### config.mk
export PLATFORM = sky130hd
export DESIGN_NAME = posf_framer
export DESIGN_NICKNAME = d
export VERILOG_FILES = /design/src/logic/posf_pkg.sv /design/src/logic/posf_framer.sv
export VERILOG_INCLUDE_DIRS = /design/src /design/src/logic
export SDC_FILE = /design/constraint.sdc
export NUM_CORES = 1
export LEC_CHECK = 0
export BUFFER_PORTS_ARGS = -buffer_cell sky130_fd_sc_hd__buf_2
export CAP_MARGIN = 10
export CORE_MARGIN = 8
export CORE_UTILIZATION = 46
export DETAILED_ROUTE_END_ITERATION = 16
export GPL_TIMING_DRIVEN = 0
export PLACE_DENSITY = 0.82
export SYNTH_ARGS = -nofsm -noshare
export SYNTH_HDL_FRONTEND = slang
export SYNTH_SLANG_ARGS = --single-unit
### constraint.sdc
create_clock -name clk_i -period 1.7 [get_ports clk_i]
set_input_delay 0.085 -clock clk_i [delete_from_list [all_inputs] [get_ports clk_i]]
set_output_delay 0.085 -clock clk_i [all_outputs]
set_load 0.1 [all_outputs]
### src/logic/posf_defines.svh
// Code-group and GMII octet constants for the ordered-set framer.
// Assumes code groups are 8-bit values with a separate control flag.
`ifndef POSF_DEFINES_SVH
`define POSF_DEFINES_SVH
// Control code groups (flag set)
`define POSF_K28_5 8'hBC
`define POSF_K23_7 8'hF7
`define POSF_K27_7 8'hFB
`define POSF_K29_7 8'hFD
`define POSF_K30_7 8'hFE
// Data code groups (flag clear)
`define POSF_D21_5 8'hB5
`define POSF_D2_2  8'h42
`define POSF_D5_6  8'hC5
`define POSF_D16_2 8'h50
// GMII octets
`define POSF_PREAMBLE 8'h55
`define POSF_EXT_CODE 8'h0F
`endif

### src/logic/posf_pkg.sv
// Types for the ordered-set framer.
// Assumes posf_defines.svh carries all numeric constants.
package posf_pkg;
    typedef enum logic [2:0] {
        POSF_TX_IDLE_K,
        POSF_TX_IDLE_D,
        POSF_TX_DATA,
        POSF_TX_EXT1,
        POSF_TX_EXT2,
        POSF_TX_CFG
    } posf_tx_state_t;
endpackage

### src/logic/posf_framer.sv
// Ordered-set framer: GMII transmit to code groups and code groups to GMII receive.
// Assumes an external 8B/10B coder supplies running disparity and decodes the line.
`include "posf_defines.svh"
`timescale 1ns/100ps
`default_nettype none
module posf_framer (
    // Clock, reset, enable
    input  wire logic       clk_i,
    input  wire logic       srst_i,
    input  wire logic       ce_i,
    // GMII transmit from MAC
    input  wire logic [7:0] gmii_txd_i,
    input  wire logic       gmii_tx_en_i,
    input  wire logic       gmii_tx_er_i,
    // Configuration sending control and running disparity
    input  wire logic       cfg_send_i,
    input  wire logic [15:0] cfg_word_i,
    input  wire logic       rd_pos_i,
    // Code-group transmit to line coder
    output logic [7:0]      tx_cg_o,
    output logic            tx_ctrl_o,
    // Code-group receive from line decoder
    input  wire logic [7:0] rx_cg_i,
    input  wire logic       rx_ctrl_i,
    // GMII receive to MAC
    output logic [7:0]      gmii_rxd_o,
    output logic            gmii_rx_dv_o,
    output logic            gmii_rx_er_o
);

    // Transmit state
    posf_pkg::posf_tx_state_t st_q, st_d;
    logic [7:0] tx_cg_q, tx_cg_d;
    logic       tx_ctrl_q, tx_ctrl_d;
    logic [1:0] cfg_idx_q, cfg_idx_d;
    logic       cfg_alt_q, cfg_alt_d;
    logic       odd_q, odd_d;
    logic       post_frame_q, post_frame_d;

    // Receive state
    logic       rx_in_frame_q, rx_in_frame_d;
    logic       rx_seen_t_q, rx_seen_t_d;
    logic       rx_seen_r_q, rx_seen_r_d;
    logic [7:0] rxd_q, rxd_d;
    logic       rx_dv_q, rx_dv_d;
    logic       rx_er_q, rx_er_d;

    // Is this a given control code group
    function automatic logic is_k(input logic ctrl, input logic [7:0] cg, input logic [7:0] k);
        is_k = ctrl && (cg == k);
    endfunction

    // Transmit next-state logic
    always_comb begin
        st_d         = st_q;
        tx_cg_d      = tx_cg_q;
        tx_ctrl_d    = tx_ctrl_q;
        cfg_idx_d    = cfg_idx_q;
        cfg_alt_d    = cfg_alt_q;
        odd_d        = ~odd_q;
        post_frame_d = post_frame_q;
        unique case (st_q)
            posf_pkg::POSF_TX_IDLE_K: begin
                if (gmii_tx_en_i) begin
                    // Even rise: start in place of first preamble octet
                    tx_cg_d   = `POSF_K27_7;
                    tx_ctrl_d = 1'b1;
                    st_d      = posf_pkg::POSF_TX_DATA;
                end else if (cfg_send_i) begin
                    tx_cg_d   = `POSF_K28_5;
                    tx_ctrl_d = 1'b1;
                    cfg_idx_d = 2'h1;
                    st_d      = posf_pkg::POSF_TX_CFG;
                end else begin
                    tx_cg_d   = `POSF_K28_5;
                    tx_ctrl_d = 1'b1;
                    st_d      = posf_pkg::POSF_TX_IDLE_D;
                end
            end
            posf_pkg::POSF_TX_IDLE_D: begin
                // Correcting idle only for the first one after a frame
                tx_ctrl_d = 1'b0;
                if (post_frame_q && rd_pos_i) begin
                    tx_cg_d = `POSF_D5_6;
                end else begin
                    tx_cg_d = `POSF_D16_2;
                end
                post_frame_d = 1'b0;
                // Odd rise: the idle's D16.2 or D5.6 eats first preamble octet, start follows
                st_d = posf_pkg::POSF_TX_IDLE_K;
            end
            posf_pkg::POSF_TX_DATA: begin
                if (gmii_tx_en_i) begin
                    tx_cg_d   = gmii_tx_er_i ? `POSF_K30_7 : gmii_txd_i;
                    tx_ctrl_d = gmii_tx_er_i;
                end else begin
                    tx_cg_d   = `POSF_K29_7;
                    tx_ctrl_d = 1'b1;
                    // End on even needs one extend, on odd two
                    // odd_q is the parity of the group now shown; the end code takes the other slot
                    st_d = odd_q ? posf_pkg::POSF_TX_EXT1 : posf_pkg::POSF_TX_EXT2;
                end
            end
            posf_pkg::POSF_TX_EXT2: begin
                tx_cg_d   = `POSF_K23_7;
                tx_ctrl_d = 1'b1;
                st_d      = posf_pkg::POSF_TX_EXT1;
            end
            posf_pkg::POSF_TX_EXT1: begin
                tx_cg_d      = `POSF_K23_7;
                tx_ctrl_d    = 1'b1;
                post_frame_d = 1'b1;
                st_d         = posf_pkg::POSF_TX_IDLE_K;
            end
            posf_pkg::POSF_TX_CFG: begin
                // Second group names the set, last two carry the word
                tx_ctrl_d = 1'b0;
                unique case (cfg_idx_q)
                    2'h1:    tx_cg_d = cfg_alt_q ? `POSF_D2_2 : `POSF_D21_5;
                    2'h2:    tx_cg_d = cfg_word_i[7:0];
                    default: tx_cg_d = cfg_word_i[15:8];
                endcase
                cfg_idx_d = cfg_idx_q + 2'h1;
                if (cfg_idx_q == 2'h3) begin
                    cfg_alt_d = ~cfg_alt_q;
                    st_d      = posf_pkg::POSF_TX_IDLE_K;
                end
            end
            default: st_d = posf_pkg::POSF_TX_IDLE_K;
        endcase
    end

    // Transmit registers
    always_ff @(posedge clk_i) begin
        if (srst_i) begin
            // Comma shown in the even slot, so the idle's data group comes next
            st_q         <= posf_pkg::POSF_TX_IDLE_D;
            tx_cg_q      <= `POSF_K28_5;
            tx_ctrl_q    <= 1'b1;
            cfg_idx_q    <= 2'h0;
            cfg_alt_q    <= 1'b0;
            odd_q        <= 1'b0;
            post_frame_q <= 1'b0;
        end else if (ce_i) begin
            st_q         <= st_d;
            tx_cg_q      <= tx_cg_d;
            tx_ctrl_q    <= tx_ctrl_d;
            cfg_idx_q    <= cfg_idx_d;
            cfg_alt_q    <= cfg_alt_d;
            odd_q        <= odd_d;
            post_frame_q <= post_frame_d;
        end
    end

    assign tx_cg_o   = tx_cg_q;
    assign tx_ctrl_o = tx_ctrl_q;

    // Receive next-state logic
    always_comb begin
        rx_in_frame_d = rx_in_frame_q;
        rx_seen_t_d   = 1'b0;
        rx_seen_r_d   = 1'b0;
        rxd_d         = 8'h00;
        rx_dv_d       = 1'b0;
        rx_er_d       = 1'b0;
        if (is_k(rx_ctrl_i, rx_cg_i, `POSF_K27_7)) begin
            // Start becomes one preamble octet; nothing added before it
            rx_in_frame_d = 1'b1;
            rxd_d         = `POSF_PREAMBLE;
            rx_dv_d       = 1'b1;
        end else if (rx_in_frame_q) begin
            if (is_k(rx_ctrl_i, rx_cg_i, `POSF_K29_7)) begin
                rx_in_frame_d = 1'b0;
                rx_seen_t_d   = 1'b1;
            end else if (is_k(rx_ctrl_i, rx_cg_i, `POSF_K30_7)) begin
                rx_dv_d = 1'b1;
                rx_er_d = 1'b1;
            end else begin
                rxd_d   = rx_cg_i;
                rx_dv_d = 1'b1;
            end
        end else if (is_k(rx_ctrl_i, rx_cg_i, `POSF_K23_7) && (rx_seen_t_q || rx_seen_r_q)) begin
            // End then two extends: frame extension, full duplex too
            rx_seen_r_d = rx_seen_t_q;
            if (rx_seen_r_q) begin
                rxd_d   = `POSF_EXT_CODE;
                rx_er_d = 1'b1;
            end
        end
    end

    // Receive registers
    always_ff @(posedge clk_i) begin
        if (srst_i) begin
            rx_in_frame_q <= 1'b0;
            rx_seen_t_q   <= 1'b0;
            rx_seen_r_q   <= 1'b0;
            rxd_q         <= 8'h00;
            rx_dv_q       <= 1'b0;
            rx_er_q       <= 1'b0;
        end else if (ce_i) begin
            rx_in_frame_q <= rx_in_frame_d;
            rx_seen_t_q   <= rx_seen_t_d;
            rx_seen_r_q   <= rx_seen_r_d;
            rxd_q         <= rxd_d;
            rx_dv_q       <= rx_dv_d;
            rx_er_q       <= rx_er_d;
        end
    end

    assign gmii_rxd_o   = rxd_q;
    assign gmii_rx_dv_o = rx_dv_q;
    assign gmii_rx_er_o = rx_er_q;

endmodule
`default_nettype wire

==> results.md <==
* Status: complete, no violations
* Die X at 79.6 um
* Final antenna-violating net count at 0
* Total gr overflow at 0
* Overall routing resource usage at 17.5%
* Initial antenna violation count at 0
* Detailed Route Iter0 Violations at 249
* Vias at a little over 2000
* Lkg Pwr at 0.000934 uW
* Most frequent cells in the layout: buf_2, dfxtp_1, a21oi_1
* HPWL Detailed at 4190 um
* Post-synth EDFFs at 0
* Die Area at between 0.006 and 0.007 mm2
* Sink Count at 29
* PD cells at 745 mW/mm2
* Number of global-route vias before repair at 1966
* Remaining DRCs at 0
* Routed wire per std cell at 16.0 um
* Core ar. at slightly below 0.004 mm2
* Dpl cells at 340
* Critical path arrival at 1820 ps
* Vias per inst at a little under 6
* CTS tree: yes
* Post-cts hold buffer count at 0
* Final core occ at 58.8%
* Sequential area share after synthesis at between 30% and 40%
* Root Driver: clkbuf_8
* H-tree levels at 2
* Number of post-CTS setup repair buffers at 0
* Worst path required time at between 1500 and 2000 ps
* Commonest non-fill, non-tap cell in the layout: buf_2
* Worst-Skew Late Latency at 280 ps
* Fin worst setup slack at a little under 90 ps
* Design Power at 1730 uW
* Global-route wire length before repair at 9090 um
* Area Growth Syn to Fin at 24.7%
* IO buf count at 53
* Layout cells sized above 1 at 29.2%
* Syn Inst Count at 237
* Tightest Pin Transition at 568 ps
* Mapped Nets at 280
* Clock transition at path regs at 60 ps
* Total Wirelength at 5580 um
* Library cells used by synthesis at 54
* Max Cap Viol at 0
* VDD IR max at ~370 uV
* Final non-filler cell total at roughly 350
* Routability cong. at 0.887
* Yosys warnings at 0
* RSZ-0062 raised after global routing: no
* Clock buffer depth at 2
* Layout Nets at 340
* Crit path max fanout at 6
* CP Cell Sequence: inv_2, ha_4, or3b_4, a22oi_2, nor4b_1, o21bai_1
* Pre-CTS WS at -204 ps
* Part of the cycle the worst path needs at a little over nine tenths
* Die Y at about 80 um
* WS Path Type: reg -> reg
* Flops & latches, synth at 29
* Largest net degree at the start of global routing at 11
* Slowest Stage Delay on Critical Path at 370 ps
* CP Capture Type: register
* Hold Fails Final Rpt at 0
* Startpoint Class: register
* Fin. max-slew vios at 0
* Number of placed I/O pins at 59
* Clock skew at 4.91 ps
* Top FF cell, synth: dfxtp_1
* Total CTS buffers at 5
* Async set or reset register ratio after synthesis at 0%
* Class of the tightest hold or removal check: in -> reg
* Slowest-stage cell, CP: dfxtp_4
* Synth Cell Area at 0.00186 mm2
* Tmin final at between 1500 and 2000 ps
* Relative slew slack at about three fifths
* Fmax at ~620 MHz
* Avg Cell Area, Syn at 7.85 um2
* 1st-pass router iterations at 4
* # rows at 23
* N_diodes at 0
* Final setup vio count at 0
* Initial core utilization at 47.2%
==> kinds of logic after synthesis <==
family                   share of synthesized area, %
adder cells (fa/ha/maj)                          2.02
AO/OA/AOI/OAI                                    29.4
AND/OR/NAND/NOR                                  28.1
XOR/XNOR                                         1.88
multiplexers                                     1.14
buffers and inverters                            6.26
flip-flops                                       31.2
==> registers in the layout, summed over array words and instances, names as in the netlist <==
signal / flops
cfg_alt_q: 1
cfg_idx_q: 2
gmii_rx_dv_o: 1
gmii_rx_er_o: 1
gmii_rxd_o: 8
odd_q: 1
post_frame_q: 1
rx_seen_r_q: 1
rx_seen_t_q: 1
st_q: 3
tx_cg_o: 8
tx_ctrl_o: 1
==> critical path, delay by kind of cell, from the launching register on <==
family | cells | cell delay (ps)
and+or+nand+nor | 2 | 470
buffers and inverters | 1 | 50
AOI/OAI and AO/OA | 2 | 410
adders and majority gates | 1 | 250
DFF | 1 | 370
==> cell type report <==
cell class | instances | area, um2
sequential | 29 | 587
clock buffer | 8 | 80.1
inverter | 7 | 26.3
multi-input combinational | 181 | 1210
fill | 366 | 1620
buffer | 20 | 91.3
tap | 50 | 62.6
timing repair buffer | 53 | 265
==> cell usage after synthesis (5+ instances only) <==
master	instances	area, um2
buf_2	7	35.0
dfxtp_1	29	581
a31oi_1	5	31.3
nand2_1	16	60.1
nand3_1	7	35.0
clkbuf_1	10	37.5
nor3b_1	5	37.5
a211oi_1	5	37.5
a21oi_1	21	105
nor2_1	18	67.6
o21ai_0	13	65.1
nand2b_1	13	81.3
nor2b_1	8	50.1
a22o_1	6	52.6
inv_1	7	26.3
==> worst paths after layout <==
| path | cells past startpoint | startpoint | slack [ps] | end |
|---|---|---|---|---|
| max reg2reg | 6 | cfg_idx_q[0] | 90 | tx_cg_o[7] |
| min | 2 | rx_cg_i[7] | 50 | gmii_rxd_o[7] |
| min reg2reg | 2 | tx_ctrl_o | 450 | tx_ctrl_o |
| max | 6 | cfg_idx_q[0] | 90 | tx_cg_o[7] |
==> metrics by stage <==
stage / cell area [um2] / setup TNS, ps / hold slack, ps
CTS: 2290 / 0 / 49.5
finish: 2320 / 0 / 53.3
global route: 2320 / 0 / 60.9
global placement: 2190 / -653 / 328
floorplan: 1870 / 0 / 211
detailed placement: 2190 / -856 / 338
==> what timing repair did <==
item | 4_1_cts | 5_1_grt
gates resized for setup | 4 | 8
pin swaps | 1 | 2
setup endpoints to repair | 7 | 7
==> metal layers <==
layer | routed length, um | global-route usage (%)
met1 | 2300 | 20.2
met5 | 0 | 0
met2 | 2650 | 28.7
met3 | 523 | 5.86
met4 | 105 | 7.22
==> where the power goes <==
| group | switching, uW | internal [uW] |
|---|---|---|
| combinational | 320 | 139 |
| clock | 254 | 290 |
| sequential | 16.3 | 707 |
Note: power is estimated with default switching activity, not from simulation.
